<file path="config.mk">
export PLATFORM = sky130hd
export DESIGN_NAME = obp_bus_port
export DESIGN_NICKNAME = d
export VERILOG_FILES = /design/src/rtl/obp_pkg.sv /design/src/rtl/obp_bus_port.sv /design/src/rtl/obp_fifo.sv
export SDC_FILE = /design/constraint.sdc
export NUM_CORES = 1
export LEC_CHECK = 0
export BUFFER_PORTS_ARGS = -buffer_cell sky130_fd_sc_hd__clkbuf_2
export CORE_ASPECT_RATIO = 1.4
export CORE_UTILIZATION = 55
export DETAILED_ROUTE_END_ITERATION = 7
export MAX_ROUTING_LAYER = met4
export PLACE_DENSITY = 0.74
export SETUP_SLACK_MARGIN = 0.02
export SLEW_MARGIN = 40
export SYNTH_ARGS = -nofsm -noshare
export SYNTH_HDL_FRONTEND = slang
export SYNTH_HIERARCHICAL = 1
export SYNTH_SLANG_ARGS = --single-unit
</file>
<file path="constraint.sdc">
create_clock -name ref_clk -period 8.2 [get_ports ref_clk]
set_clock_uncertainty 0.2 [all_clocks]
set_input_delay 0.82 -clock ref_clk [delete_from_list [all_inputs] [get_ports ref_clk]]
set_output_delay 0.82 -clock ref_clk [all_outputs]
set_load 0.05 [all_outputs]
</file>
<file path="src/rtl/obp_pkg.sv">
// Constants shared by the octal DDR bus port and its read FIFO.
// Assumes all pins are sampled by ref_clk, far faster than the bus clock.
// What this block does
// - Command-address bytes come in on the eight byte lanes; data bytes travel on them both ways.
// - Reset low returns the port to idle and drops any transaction.
// - While reset is low, strobe and byte lanes are not driven.
// - The port drives the strobe during read data; the host does not.
// - Doubled initial latency is always used, whatever the strobe showed.
// - Read strobe edges are timed from the shifted clock, not bus clock.
// - Strobe flags extra latency at start; host masks write bytes with it.
// - Select falling opens a transaction; select rising ends it at once.
package obp_pkg;
  localparam int OBP_SYNC_STAGES = 2;
  localparam int OBP_CA_BYTES = 6;
  localparam int OBP_CA_BITS = 8 * OBP_CA_BYTES;
  localparam int OBP_RW_BIT = 47;
  localparam int OBP_LATENCY_CLOCKS = 4;
  localparam int OBP_LATENCY_FACTOR = 2;
  localparam int OBP_FIFO_DEPTH = 16;
  localparam logic [7:0] OBP_LANES_RESET = 8'h00;
  localparam logic [OBP_CA_BITS-1:0] OBP_CA_RESET = 48'h0;
  typedef enum logic [2:0] {
    OBP_IDLE, OBP_CMD, OBP_WAIT, OBP_READ, OBP_WRITE
  } obp_state_t;
endpackage

</file>
<file path="src/rtl/obp_bus_port.sv">
// Device end of an octal DDR pseudo-static RAM bus port.
// Assumes every pin is far slower than ref_clk; pins pass two flops first.
// The memory core feeds read bytes in through rd_*, takes writes on wr_*.
`timescale 1ns/1ns
module obp_bus_port import obp_pkg::*; #(
  parameter int LATENCY_CLOCKS = OBP_LATENCY_CLOCKS,
  parameter bit DIFF_CLOCK = 1'b0
) (
  input wire logic ref_clk,
  input wire logic nrst,
  input wire logic bus_select_n,
  input wire logic bus_clk,
  input wire logic timing_ref_inv,
  input wire logic shifted_clock,
  input wire logic shifted_clock_inv,
  input wire logic [7:0] byte_lanes_i,
  output logic [7:0] byte_lanes_o,
  output logic byte_lanes_oe,
  input wire logic read_write_strobe_i,
  output logic read_write_strobe_o,
  output logic read_write_strobe_oe,
  output logic cmd_valid,
  output logic cmd_read,
  output logic [OBP_CA_BITS-1:0] cmd_address_phase,
  input wire logic rd_valid,
  output logic rd_ready,
  input wire logic [7:0] rd_data,
  output logic wr_valid,
  output logic [7:0] wr_data,
  output logic wr_mask
);
  // Wait counter is seven bits wide
  if (LATENCY_CLOCKS < 1 || LATENCY_CLOCKS > 16) begin
    $error("obp_bus_port: LATENCY_CLOCKS must be 1 to 16");
  end

  // Doubled latency only; counted in bus clock edges (two per clock)
  localparam int WAIT_EDGES = 2 * OBP_LATENCY_FACTOR * LATENCY_CLOCKS;
  localparam logic [6:0] WAIT_LAST = 7'(WAIT_EDGES - 1);
  localparam logic [2:0] CA_LAST = 3'(OBP_CA_BYTES - 1);

  // Two-flop synchronisers for every pin; stage one feeds stage two only
  logic [12:0] pin_m_q;
  logic [12:0] pin_s_q;
  always_ff @(posedge ref_clk or negedge nrst) begin
    if (!nrst) begin
      pin_m_q <= 13'h0001;
      pin_s_q <= 13'h0001;
    end else begin
      pin_m_q <= {read_write_strobe_i, byte_lanes_i, shifted_clock_inv,
                  shifted_clock, timing_ref_inv, bus_select_n};
      pin_s_q <= pin_m_q;
    end
  end

  logic bus_clk_m_q;
  logic bus_clk_s_q;
  logic sel_n_s;
  logic ck_s;
  logic psc_s;
  logic [7:0] lanes_s;
  logic strobe_s;
  assign sel_n_s = pin_s_q[0];
  assign lanes_s = pin_s_q[11:4];
  assign strobe_s = pin_s_q[12];
  // Differential mode uses the crossing of true and complement lines
  assign ck_s = DIFF_CLOCK ? (bus_clk_s_q & ~pin_s_q[1]) : bus_clk_s_q;
  assign psc_s = DIFF_CLOCK ? (pin_s_q[2] & ~pin_s_q[3]) : pin_s_q[2];

  always_ff @(posedge ref_clk or negedge nrst) begin
    if (!nrst) begin
      bus_clk_m_q <= 1'b0;
      bus_clk_s_q <= 1'b0;
    end else begin
      bus_clk_m_q <= bus_clk;
      bus_clk_s_q <= bus_clk_m_q;
    end
  end

  logic ck_prev_q;
  logic psc_prev_q;
  logic sel_prev_q;
  always_ff @(posedge ref_clk or negedge nrst) begin
    if (!nrst) begin
      ck_prev_q <= 1'b0;
      psc_prev_q <= 1'b0;
      sel_prev_q <= 1'b1;
    end else begin
      ck_prev_q <= ck_s;
      psc_prev_q <= psc_s;
      sel_prev_q <= sel_n_s;
    end
  end

  logic ck_edge;
  logic psc_edge;
  logic sel_fall;
  logic sel_rise;
  assign ck_edge = ck_s ^ ck_prev_q;
  assign psc_edge = psc_s ^ psc_prev_q;
  assign sel_fall = sel_prev_q && !sel_n_s;
  assign sel_rise = !sel_prev_q && sel_n_s;

  // Read data buffer between the core and the lanes
  logic fifo_valid;
  logic fifo_pop;
  logic [7:0] fifo_data;
  obp_fifo #(
    .WIDTH(8),
    .DEPTH(OBP_FIFO_DEPTH)
  ) u_fifo (
    .ref_clk(ref_clk),
    .nrst(nrst),
    .in_valid(rd_valid),
    .in_ready(rd_ready),
    .in_data(rd_data),
    .out_valid(fifo_valid),
    .out_ready(fifo_pop),
    .out_data(fifo_data)
  );

  obp_state_t state_q;
  logic [2:0] ca_cnt_q;
  logic [6:0] wait_cnt_q;
  logic [OBP_CA_BITS-1:0] ca_q;
  logic [OBP_CA_BITS-1:0] ca_d;
  assign ca_d = {ca_q[OBP_CA_BITS-9:0], lanes_s};

  // Byte leaves only on a shifted clock edge with data ready
  assign fifo_pop = (state_q == OBP_READ) && psc_edge && fifo_valid
                    && !sel_rise;

  // Sequencer; reset and select rising both abandon any transfer
  always_ff @(posedge ref_clk or negedge nrst) begin
    if (!nrst) begin
      state_q <= OBP_IDLE;
      ca_cnt_q <= '0;
      wait_cnt_q <= '0;
      ca_q <= OBP_CA_RESET;
    end else if (sel_rise || sel_n_s) begin
      state_q <= OBP_IDLE;
      ca_cnt_q <= '0;
      wait_cnt_q <= '0;
    end else begin
      case (state_q)
        OBP_IDLE: begin
          if (sel_fall) begin
            state_q <= OBP_CMD;
          end
        end
        OBP_CMD: begin
          if (ck_edge) begin
            ca_q <= ca_d;
            ca_cnt_q <= ca_cnt_q + 3'h1;
            if (ca_cnt_q == CA_LAST) begin
              state_q <= OBP_WAIT;
            end
          end
        end
        OBP_WAIT: begin
          if (ck_edge) begin
            wait_cnt_q <= wait_cnt_q + 7'h01;
            // Always the long wait, never the single count
            if (wait_cnt_q == WAIT_LAST) begin
              state_q <= ca_q[OBP_RW_BIT] ? OBP_READ : OBP_WRITE;
            end
          end
        end
        OBP_READ: begin
          state_q <= OBP_READ;
        end
        OBP_WRITE: begin
          state_q <= OBP_WRITE;
        end
        default: begin
          state_q <= OBP_IDLE;
        end
      endcase
    end
  end

  // Command out to the core, one pulse when the last address byte lands
  always_ff @(posedge ref_clk or negedge nrst) begin
    if (!nrst) begin
      cmd_valid <= 1'b0;
      cmd_read <= 1'b0;
      cmd_address_phase <= OBP_CA_RESET;
    end else begin
      cmd_valid <= 1'b0;
      if (state_q == OBP_CMD && ck_edge && ca_cnt_q == CA_LAST
          && !sel_n_s) begin
        cmd_valid <= 1'b1;
        cmd_read <= ca_d[OBP_RW_BIT];
        cmd_address_phase <= ca_d;
      end
    end
  end

  // Write bytes pass on with the strobe as their mask
  always_ff @(posedge ref_clk or negedge nrst) begin
    if (!nrst) begin
      wr_valid <= 1'b0;
      wr_data <= OBP_LANES_RESET;
      wr_mask <= 1'b0;
    end else begin
      wr_valid <= 1'b0;
      if (state_q == OBP_WRITE && ck_edge && !sel_n_s) begin
        wr_valid <= 1'b1;
        wr_data <= lanes_s;
        wr_mask <= strobe_s;
      end
    end
  end

  // Pin drivers; all released under reset and outside transactions
  always_ff @(posedge ref_clk or negedge nrst) begin
    if (!nrst) begin
      byte_lanes_o <= OBP_LANES_RESET;
      byte_lanes_oe <= 1'b0;
      read_write_strobe_o <= 1'b0;
      read_write_strobe_oe <= 1'b0;
    end else if (sel_rise || sel_n_s) begin
      byte_lanes_oe <= 1'b0;
      read_write_strobe_oe <= 1'b0;
      read_write_strobe_o <= 1'b0;
    end else begin
      case (state_q)
        OBP_IDLE: begin
          // High flags extra latency, which this part always takes
          if (sel_fall) begin
            read_write_strobe_oe <= 1'b1;
            read_write_strobe_o <= 1'b1;
          end
        end
        OBP_WAIT: begin
          // Reads keep the strobe and park it low; writes hand it over
          read_write_strobe_oe <= ca_q[OBP_RW_BIT];
          read_write_strobe_o <= 1'b0;
        end
        OBP_READ: begin
          read_write_strobe_oe <= 1'b1;
          if (fifo_pop) begin
            byte_lanes_oe <= 1'b1;
            byte_lanes_o <= fifo_data;
            // One toggle per byte on either shifted clock edge
            read_write_strobe_o <= ~read_write_strobe_o;
          end
        end
        OBP_WRITE: begin
          read_write_strobe_oe <= 1'b0;
          byte_lanes_oe <= 1'b0;
        end
        default: begin
          read_write_strobe_oe <= read_write_strobe_oe;
        end
      endcase
    end
  end
endmodule

</file>
<file path="src/rtl/obp_fifo.sv">
// Read-data FIFO with a registered output stage.
// Assumes one clock; both sides use valid and ready.
`timescale 1ns/1ns
module obp_fifo import obp_pkg::*; #(
  parameter int WIDTH = 8,
  parameter int DEPTH = OBP_FIFO_DEPTH
) (
  input wire logic ref_clk,
  input wire logic nrst,
  input wire logic in_valid,
  output logic in_ready,
  input wire logic [WIDTH-1:0] in_data,
  output logic out_valid,
  input wire logic out_ready,
  output logic [WIDTH-1:0] out_data
);
  localparam int AW = $clog2(DEPTH);
  // Pointer wrap relies on a power-of-two depth
  if (DEPTH < 2 || (1 << AW) != DEPTH) begin
    $error("obp_fifo: DEPTH must be a power of two, at least 2");
  end

  logic [WIDTH-1:0] mem [DEPTH];
  logic [AW-1:0] wr_ptr_q;
  logic [AW-1:0] rd_ptr_q;
  logic [AW:0] count_q;
  logic out_valid_q;
  logic [WIDTH-1:0] out_data_q;
  logic push;
  logic load;

  assign in_ready = (count_q != (AW+1)'(DEPTH));
  assign push = in_valid && in_ready;
  // Output stage refills as soon as it empties or is taken
  assign load = (count_q != '0) && (!out_valid_q || out_ready);
  assign out_valid = out_valid_q;
  assign out_data = out_data_q;

  always_ff @(posedge ref_clk) begin
    if (push) begin
      mem[wr_ptr_q] <= in_data;
    end
  end

  always_ff @(posedge ref_clk or negedge nrst) begin
    if (!nrst) begin
      wr_ptr_q <= '0;
      rd_ptr_q <= '0;
      count_q <= '0;
    end else begin
      if (push) begin
        wr_ptr_q <= wr_ptr_q + 1'b1;
      end
      if (load) begin
        rd_ptr_q <= rd_ptr_q + 1'b1;
      end
      count_q <= count_q + (AW+1)'(push) - (AW+1)'(load);
    end
  end

  always_ff @(posedge ref_clk or negedge nrst) begin
    if (!nrst) begin
      out_valid_q <= 1'b0;
      out_data_q <= '0;
    end else if (load) begin
      out_valid_q <= 1'b1;
      out_data_q <= mem[rd_ptr_q];
    end else if (out_ready) begin
      out_valid_q <= 1'b0;
    end
  end
endmodule

</file>
# After elaboration in Yosys (flattened, before gate mapping)
# Memories as Yosys holds them, arrays and structs flattened. A register that Yosys moved wholly into a read port is not among the register bits.
# Cells that the tools add are included.
[totals]
ff_bits = 177
latch_bits = 0
ramBits = 128
mem_bits_ro = 0
input_bits = 25
word_cells = 114
mem_count = 1
[op_classes]
n_addsub = 6
n_mul = 0
div = 0
n_lt_le_gt_ge = 0
n_eq_ne = 13
n_shift = 0
muxes = 29
bitwise_logic = 4
reduce_logical = 36
[memory_table]
columns = ["name", "depth", "word_bits", "read_ports", "rd_clocked_by_memory_dff", "wr", "line_no", "source"]
rows = [
  ["u_fifo.mem", 16, 8, 1, 1, 1, "obp_fifo.sv:23", "logic [WIDTH-1:0] mem [DEPTH];"],
]
[ops]
columns = ["op", "n"]
rows = [
  ["$mux W3", 10],
  ["$mux W7", 3],
  ["$ne A3 B3 Y1 const B", 5],
  ["$pmux W3 S5", 1],
  ["$logic_and A1 B1 Y1", 12],
  ["$mux W1", 12],
  ["$reduce_bool A5 Y1", 2],
  ["$reduce_and A3 Y1", 3],
  ["$add A4 B1 Y4 const B", 2],
  ["$reduce_and A2 Y1", 4],
  ["$reduce_bool A2 Y1", 4],
  ["$add A7 B1 Y7 const B", 1],
  ["$eq A7 B4 Y1 const B", 1],
  ["$eq A3 B2 Y1 const B", 2],
  ["$eq A3 B3 Y1 const B", 2],
  ["$add A5 B1 Y5", 1],
  ["$logic_not A1 Y1", 5],
  ["$ne A5 B5 Y1 const B", 1],
  ["$reduce_and A5 Y1", 1],
  ["$sub A5 B1 Y5", 1],
  ["$pmux W1 S4", 1],
  ["$reduce_bool A4 Y1", 1],
  ["$add A3 B1 Y3 const B", 1],
  ["$eq A3 B1 Y1 const B", 1],
  ["8 further kinds", 11],
]

# Logic depth before layout (Yosys ltp)
# Gate-level depths: netlist (run 1).
[depth]
word_depth = 7
ltp_mapped = 17
ltp_nobuf = 15

# Modules after synthesis
# The synthesis (run 1) kept the hierarchy.
[modules_own_cells]
columns = ["mod", "instances", "cells_each", "area_per_inst_um2", "seq_area_each_um2"]
rows = [
  ["obp_fifo", 1, 306, 5943.2, 4394.2],
  ["obp_bus_port", 1, 360, 5689.2, 3782.4],
]

# Worst setup path after synthesis (run 1)
# No wires, ideal clock.
[synth_timing]
kind = "reg2reg"
startpoint = "reg u_fifo.count_q[3]"
endpoint = "reg u_fifo.count_q[4]"
setup_time_ps = 80
arrival_ps = 2943
required_time_ps = 7920
path_slack_ps = 4977
stages_incl_launch_ff = 16
n_path_buf = 1
period_less_slack_ps = 3223
path_cell_list = "dfrtp_1 > inv_1 > ha_1 > nand4bb_1 > and2_1 > clkbuf_1 > inv_1 > ha_1 > inv_1 > ha_1 > inv_1 > fa_1 > inv_1 > a21oi_1 > o21bai_1 > xnor2_1"
[synth_via]
elab_chain_cells = 4
word_cells_on_any_way = 6
cone_classes = "add/sub (2); eq/ne (1); reduce/logical (3)"
[synth_lines]
columns = ["item", "line_no", "source"]
rows = [
  ["start, declared", "obp_fifo.sv:26", "logic [AW:0] count_q;"],
  ["start signal, assigned", "obp_fifo.sv:57", "count_q <= count_q + (AW+1)'(push) - (AW+1)'(load);"],
  ["$ne A5 B5 Y1", "obp_fifo.sv:32", "assign in_ready = (count_q != (AW+1)'(DEPTH));"],
  ["via rd_ready", "obp_bus_port.sv:26", "output logic rd_ready,"],
  ["$logic_and A1 B1 Y1", "obp_fifo.sv:33", "assign push = in_valid && in_ready;"],
  ["$add A5 B1 Y5", "obp_fifo.sv:57", ""],
  ["$sub A5 B1 Y5", "obp_fifo.sv:57", ""],
]
# The timed path passes the listed nets, and every way through them passes these cells.
# A chain may end at the register's enable or synchronous reset.

# Worst setup path after layout (run 1)
[layout_timing]
startpoint = "reg pin_s_q[0]"
endpoint = "reg u_fifo.count_q[4]"
[layout_via]
elab_chain_cells = 6
[layout_lines]
columns = ["item", "line_no", "source"]
rows = [
  ["start, declared", "obp_bus_port.sv:44", "logic [12:0] pin_s_q;"],
  ["start signal, assigned", "obp_bus_port.sv:52", "pin_s_q <= pin_m_q;"],
  ["$logic_and A1 B1 Y1", "obp_bus_port.sv:102", "assign sel_rise = !sel_prev_q && sel_n_s;"],
  ["$logic_not A1 Y1", "obp_bus_port.sv:131", "&& !sel_rise;"],
  ["$logic_and A1 B1 Y1", "obp_bus_port.sv:131", ""],
  ["via fifo_pop", "obp_bus_port.sv:106", "logic fifo_pop;"],
  ["$logic_or A1 B1 Y1", "obp_fifo.sv:35", "assign load = (count_q != '0) && (!out_valid_q || out_ready);"],
  ["$logic_and A1 B1 Y1", "obp_fifo.sv:35", ""],
  ["via u_fifo.load", "obp_fifo.sv:30", "logic load;"],
  ["$sub A5 B1 Y5", "obp_fifo.sv:57", ""],
]
# The timed path passes the listed nets, and every way through them passes these cells.

==> results of run 1 <==
==> layer usage <==
metal  routed length (um)  share of wire (%)  GRT usage, %
met1                 8089                 40         23.76
met2                10990                 54         35.91
met3                  841                4.1         2.770
met4                  495                2.4         7.063
met5                    0                  0             -
==> critical path, delay by kind of cell, from the launching register on <==
family	cells	cell delay (ns)
AO/OA/AOI/OAI	2	0.25
flip-flops	1	0.80
adder cells (fa/ha/maj)	3	0.87
buffers and inverters	4	0.39
AND/OR/NAND/NOR	5	1.09
XOR/XNOR	1	0.14
==> cell usage in the layout (no fill, tap or decap), types with 13 or more instances in the layout <==
master / instances
ha_1: 14
inv_1: 16
clkbuf_2: 93
mux4_2: 33
xnor2_1: 13
edfxtp_1: 128
nor2_1: 17
clkbuf_16: 29
nand2_1: 15
mux2_2: 100
dfrtp_1: 168
==> layout make-up <==
class                           instances  area share [%]
Tap cell                              256           2.407
Clock inverter                         22           1.683
Multi-Input combinational cell        314           24.28
Clock buffer                           31           5.511
Timing Repair Buffer                  102           4.194
Sequential cell                       301           61.47
Inverter                               16          0.4514
==> power groups by stage <==
| stage | clock, mW | sequential, mW | combinational [mW] |
|---|---|---|---|
| after detailed placement | 0 | 2.00 | 0.857 |
| after CTS | 1.35 | 1.97 | 0.860 |
| after global placement | 0 | 1.97 | 0.825 |
| after global routing | 1.40 | 2.00 | 0.936 |
| final | 1.31 | 1.97 | 0.858 |
| after floorplan | 0 | 2.04 | 0.585 |
==> synthesized netlist by cell type (all sizes together) (2+ instances only) <==
cell / count / area [um^2]
a21oi: 3 / 15.01
buf: 21 / 141.4
o211ai: 2 / 15.01
a211oi: 9 / 67.56
xor2: 5 / 43.79
dfrtp: 170 / 4254
mux2i: 8 / 80.08
mux4: 33 / 743.2
nand2: 15 / 56.30
nand4: 3 / 18.77
o22ai: 8 / 50.05
ha: 14 / 175.2
nor3: 8 / 45.04
or4: 2 / 15.01
clkbuf: 14 / 52.55
o21ai: 6 / 30.03
nor2: 28 / 121.4
xnor2: 14 / 130.1
nand3: 8 / 40.04
edfxtp: 128 / 3844
inv: 16 / 60.06
nand2b: 10 / 62.56
mux2: 109 / 1261
nor4: 3 / 18.77
nor2b: 3 / 18.77
dfstp: 3 / 78.83
nor4b: 3 / 26.28
a21o: 8 / 60.06
==> worst max-delay path by stage <==
stage	from	endpoint	slack (ns)	cells past startpoint
4_1_cts	pin_s_q[0]	u_fifo/count_q[4]	4.35	15
3_5_place_dp	pin_s_q[0]	u_fifo/count_q[4]	4.42	15
3_3_place_gp	pin_s_q[0]	u_fifo/count_q[4]	4.56	15
5_1_grt	pin_s_q[0]	u_fifo/count_q[4]	4.07	15
6_report	pin_s_q[0]	u_fifo/count_q[4]	4.35	15
2_1_floorplan	u_fifo/count_q[3]	u_fifo/count_q[4]	4.98	15
==> metrics by stage <==
step	hold WS, ns	utilization (%)	cell area, um^2	std cells	worst slack [ns]
after CTS	0.1456	64.33	13280	1042	4.350
after floorplan	0.1312	-	11630	666	4.977
after global routing	0.1545	64.48	13310	1042	4.066
after global placement	0.1340	59.56	12290	988	4.562
after detailed placement	0.1372	59.70	12320	989	4.425
final	0.1271	64.48	13310	1042	4.355
==> cell families after synthesis <==
family | count (synthesis)
AO/OA/AOI/OAI | 42
XOR/XNOR | 19
adder cells (fa/ha/maj) | 15
buffers and inverters | 51
flip-flops | 301
multiplexers | 150
AND/OR/NAND/NOR | 88
==> flip-flops by register name, summed over array words and instances (netlist names), 3 cells and up <==
name,cells
u_fifo/mem,128
cmd_address_phase,47
ca_q,41
pin_m_q,11
pin_s_q,11
byte_lanes_o,8
u_fifo/out_data,8
wr_data,8
wait_cnt_q,7
u_fifo/count_q,5
u_fifo/rd_ptr_q,4
u_fifo/wr_ptr_q,4
ca_cnt_q,3
state_q,3
==> summary.md, run 1 <==
| Metric | Value |
|---|---|
| DRT Wirelength | 20.42 mm |
| Area of the multi-input gates | 3231 um^2 |
| ANT cells | 0 |
| NetSw | 1.180 mW |
| Worst path most repeated cell | inv_1 |
| Synth Area in Adders | 1.678% |
| IO buf count | 94 |
| WL/cell | 19.59 um |
| Slew @ Worst Pin | 0.8253 ns |
| Cells after Synth | 666 |
| Clock slew at reported path FFs | 0.06 ns |
| HPWL after detailed placement | 13.74 mm |
| Reg area | 8179 um^2 |
| Power Dens Cells | 311.0 nW/um^2 |
| Max-Cap Viols | 0 |
| 1st-pass router iterations | 7 |
| CP Max Fanout | 24 |
| Clock Power Share | 31.7% |
| Post-route ant nets | 0 |
| Number of fill cells | 1,432 |
| Hold Path Class | in -> async |
| Slew Limit Fails | 0 |
| Net Sw Frac | 28.50% |
| Setup TNS | 0 ns |
| Initial core utilization | 56.37% |
| DRC | 24 |
| CP Cell Sequence | nand2b_1 -> nand4_1 -> nor2_1 -> nand2b_1 -> nand2b_1 -> inv_1 -> ha_1 -> inv_1 -> ha_1 -> inv_1 -> fa_1 -> inv_1 -> a21oi_1 -> o21bai_1 -> xnor2_1 |
| Sequential element share of the synthesized area | 70.29% |
| Failing checks | DRC |
| Combinational share of power | 20.7% |
| Number of global-route vias before repair | 6,451 |
| Setup Crit Path Kind | reg -> reg |
| Clk buf depth | 3 |
| Clk root buf | clkbuf_16 |
| Synth Area in Compound Gates | 2.452% |
| Post-synth EDFFs | 128 |
| Clock latency on the worst-skew pair | 0.53 ns |
| CP Launch Type | flip-flop |
| Status | complete, but fails checks |
| Netlist cell types | 48 |
| Via Count | 5,917 |
| Overflow after GRT | 0 |
| Reg2reg start | pin_s_q[0] |
| Width of the die | 124.9 um |
| Post-synthesis xor/xnor area fraction | 1.495% |
| Area of the core | 20,630 um^2 |
| Crit-path max cell delay | 0.80 ns |
| Arr. time, crit path | 4.10 ns |
| Initial antenna violation count | 0 |
| Layout Nets | 804 |
| Die ar. | 21,740 um^2 |
| Share of cells above drive strength 1 | 39.44% |
| Area share of and/or/nand/nor cells after synthesis | 3.980% |
| Num CTS Buffers | 29 |
| Global-route wire length before repair | 33.62 mm |
| CTS Hold Bufs | 0 |
| Iter 0 DRT Violations | 319 |
| Reg2Reg Depth | 15 |
| Postcts setup bufs | 0 |
| Final Power | 4.139 mW |
| Fin. Hold Viols | 0 |
| Ys Warns | 6 |
| Post-CTS sizing | 0 |
| Largest family of logic cells by synthesized area | multiplexers |
| Ys async rst share | 57.48% |
| Main synth FF type | dfrtp_1 |
| H-tree levels | 1 |
| Syn_nets | 706 |
| Req. time, crit path | 8.45 ns |
| Slowest-stage cell, CP | dfstp_2 |
| CTS tree | built |
| Fmax | 260.0 MHz |
| Chip Height | 174.1 um |
| Flop pwr share | 47.6% |
| Pleak | 5.641 nW |
| Slew Limit Headroom | 44.78% |
| GP Congestion | 0.7578 |
| I/O pin count | 97 |
| RSZ-0062 raised after global routing | false |
| # rows | 62 |
| Final worst-path cycle share | 46.90% |
| Area Overhead vs Synth | 14.38% |
| Internal power | 2.959 mW |
| Number of synthesized register bits | 301 |
| IR Drop Worst-Case VDD | 0.2073 mV |
| Fin crit period | 3.845 ns |
| Clk sinks | 301 |
| Multiplexer area fraction after synthesis | 17.92% |
| Global Route Usage Sum | 20.27% |
| Mean post-synth cell area | 17.47 um^2 |
| Critical Path End Type | flip-flop |
| Synthesized area | 11,630 um^2 |
| DR vias/cell | 5.679 |
| Worst R2R End | u_fifo/count_q[4] |
| Pin count of the biggest net entering global routing | 88 |
| # setup viols final | 0 |
| R2R setup slack | 4.35 ns |
(Power assumes the default switching activity.)
==> inputs of run 2 (changes only) <==
- ABC_AREA: default -> 1
- clock period: 8.2 -> 3.9 ns (I/O delays scaled with it)
==> summary.md, run 2 <==
| Metric | Value |
|---|---|
| Synth cell count leaders | 381 x nand2_1, 175 x inv_1, 170 x dfrtp_1 |
| Multiplexer area fraction after synthesis | 0% |
| Clk root buf | clkbuf_16 |
| Via Count | 8,360 |
| Number of fill cells | 1,781 |
| Number of global-route vias before repair | 7,872 |
| Reg2Reg Depth | 15 |
| Postcts setup bufs | 0 |
| Area of the multi-input gates | 3188 um^2 |
| Met2 usage | 41.71% |
| Non-filler instance count after layout | 1,647 |
| Worst R2R End | u_fifo/count_q[4] |
| I/O pin count | 97 |
| GP Congestion | 0.8532 |
| Most common library cell in the layout ignoring fill and taps | nand2_1 |
| Global Route Usage Sum | 23.22% |
| Most frequent cells in the layout | 381 x nand2_1, 175 x inv_1, 169 x dfrtp_1 |
| RSZ-0062 raised after global routing | false |
| Post-synthesis xor/xnor area fraction | 0.9220% |
| Arr. time, crit path | 3.68 ns |
| Fin crit period | 3.467 ns |
| Placed instance area | 13,000 um^2 |
| Global-route wire length before repair | 40.05 mm |
| # rows | 64 |
| Post-synth EDFFs | 128 |
| WHS Path Cells | 3 |
| Largest family of logic cells by synthesized area | simple AND/OR/NAND/NOR gates |
| Share of cells above drive strength 1 | 12.81% |
| 1st-pass router iterations | 5 |
| Pleak | 6.749 nW |
| Most common cell in the synthesized netlist | nand2_1 |
| Main synth FF type | dfrtp_1 |
| Pin count of the biggest net entering global routing | 93 |
| Iter 0 DRT Violations | 587 |
| DRT Wirelength | 24.91 mm |
| Initial antenna violation count | 0 |
| Global routing's busiest layer | met2 |
| Power Dens Cells | 679.1 nW/um^2 |
| Clock slew at reported path FFs | 0.06 ns |
| Syn_nets | 1,270 |
| Biggest register | u_fifo/mem |
| Area Overhead vs Synth | 14.59% |
| Area of the core | 21,940 um^2 |
| # setup viols final | 0 |
| Req. time, crit path | 4.11 ns |
| Initial core utilization | 56.28% |
| CP Max Fanout | 14 |
| IR Drop Worst-Case VDD | 0.4836 mV |
| Synth Area in Adders | 1.581% |
| Cells after Synth | 1,230 |
| Num CTS Buffers | 29 |
| Reg area | 8178 um^2 |
| Top flop regs | u_fifo/mem (128), cmd_address_phase (47), ca_q (41) |
| Layout Nets | 1,369 |
| IO buf count | 94 |
| Critical Path End Type | flip-flop |
| Max-Cap Viols | 0 |
| Synth Area in Compound Gates | 4.853% |
| Setup Crit Path Kind | reg -> reg |
| Clk sinks | 301 |
| Placed Cells | 1,581 |
| WL/cell | 15.13 um |
| Fmax | 288.5 MHz |
| Post-route ant nets | 0 |
| Hold Startpoint | rd_valid |
| Post-route cell area | 14,150 um^2 |
| Ys async rst share | 57.48% |
| Hold WS | 0.05018 ns |
| DR vias/cell | 5.076 |
| Number of synthesized register bits | 301 |
| CP Launch Type | flip-flop |
| H-tree levels | 1 |
| Final worst-path cycle share | 88.89% |
| Width of the die | 128.6 um |
| Min-Delay Endpoint | u_fifo/wr_ptr_q[0] |
| Slew Limit Headroom | 41.69% |
| Max reg flops | 128 |
| Chip Height | 179.3 um |
| Final worst slack | 0.4332 ns |
| Ys Warns | 6 |
| Sequential element share of the synthesized area | 66.21% |
| ANT cells | 0 |
| Slew @ Worst Pin | 0.8714 ns |
| Area contributors post-synth | dfrtp_1 34%, edfxtp_1 31%, nand2_1 12% |
| HPWL after detailed placement | 16.06 mm |
| Die ar. | 23,060 um^2 |
| Pre-CTS setup slack | 0.4734 ns |
| CTS tree | built |
| Hold Path Class | in -> reg |
| Met3 Resource Use GR | 2.596% |
| Status | completed |
| R2R setup slack | 0.43 ns |
| Mean post-synth cell area | 10.04 um^2 |
| Synthesized area | 12,350 um^2 |
| Netlist cell types | 31 |
| Slew Limit Fails | 0 |
| Overflow after GRT | 0 |
| Fin. Hold Viols | 0 |
| Yosys top cell by area | dfrtp_1 |
| Area share of and/or/nand/nor cells after synthesis | 18.38% |
| DRC | 0 |
| Clock latency on the worst-skew pair | 0.55 ns |
| Clk buf depth | 3 |
| Met1 Resource Use GR | 27.38% |
| Reg2reg start | state_q[2] |
| Synth top area share | 34.45% |
| Setup TNS | 0 ns |
[run 2: cell types whose count changed in the layout (fill, tap and decap cells not counted), sizes merged, moves of 8 or more]
cell         change
nand3          +115
a21o             -8
inv            +168
o21ai          +103
xnor2           -11
a211oi           -9
clkinvlp         -8
mux4            -33
dlygate4sd3     +13
nand2          +368
nand2b          -10
mux2           -109
clkbuf          +10
mux2i            -8
[run 2: power by group]
part	switching (mW)	internal (mW)
Sequential	0.351	3.86
Clock	1.14	1.71
Combinational	1.81	0.743
[run 2: layout make-up]
class                           count  share of cell area, %
Multi-Input combinational cell    695                  22.53
Clock inverter                     10                 0.9726
Inverter                          185                  4.934
Sequential cell                   301                  57.79
Timing Repair Buffer              117                  5.155
Tap cell                          297                  2.626
Clock buffer                       42                  5.995
[run 2: repair_timing]
action,4_1_cts,5_1_grt
resized for setup,0,0
hold endpoints to repair,98,0
hold buffers,13,0
[run 2: layer usage]
metal  part of all wire (%)  vias up
li1                       -     4112
met2                     55      210
met1                     38     3996
met5                      0        -
met3                    4.7       42
met4                    2.4        0
[run 2: cells by family (layout without fill, tap and decap cells)]
family          Yosys count  in the layout
fa+ha+maj                15             15
flops                   301            301
simple gates            549            549
buf+inv                 234            354
compound gates          118            118
xor+xnor                 13             13
[run 2: critical path, cell delays in order, from the launching register on]
cell	delay, ns
dfrtp_1	0.39
inv_1	0.14
nand3_1	0.20
nor2_2	0.37
inv_1	0.07
nand2_1	0.09
nand2_1	0.24
inv_2	0.27
ha_1	0.27
inv_1	0.06
ha_1	0.16
inv_1	0.06
fa_1	0.41
o21ai_0	0.18
a21oi_1	0.09
xor2_1	0.14
[run 2: worst max-delay path by stage]
stage                            startpoint           endpoint  slack (ns)  cells past startpoint
final                            state_q[2]  u_fifo/count_q[4]        0.43                     15
after floorplan           u_fifo/count_q[3]  u_fifo/count_q[4]        0.86                     12
after global placement           state_q[2]  u_fifo/count_q[4]        0.58                     15
after detailed placement         state_q[2]  u_fifo/count_q[4]        0.47                     15
after CTS                        state_q[2]  u_fifo/count_q[4]        0.45                     15
after global routing             state_q[2]  u_fifo/count_q[4]        0.17                     15
[run 2: per-stage QoR]
step / total power [mW] / utilization (%)
floorplan: 6.143 / -
global placement: 6.693 / 59.03
detailed placement: 6.776 / 59.23
CTS: 9.655 / 64.31
global route: 10.16 / 64.50
finish: 9.610 / 64.50
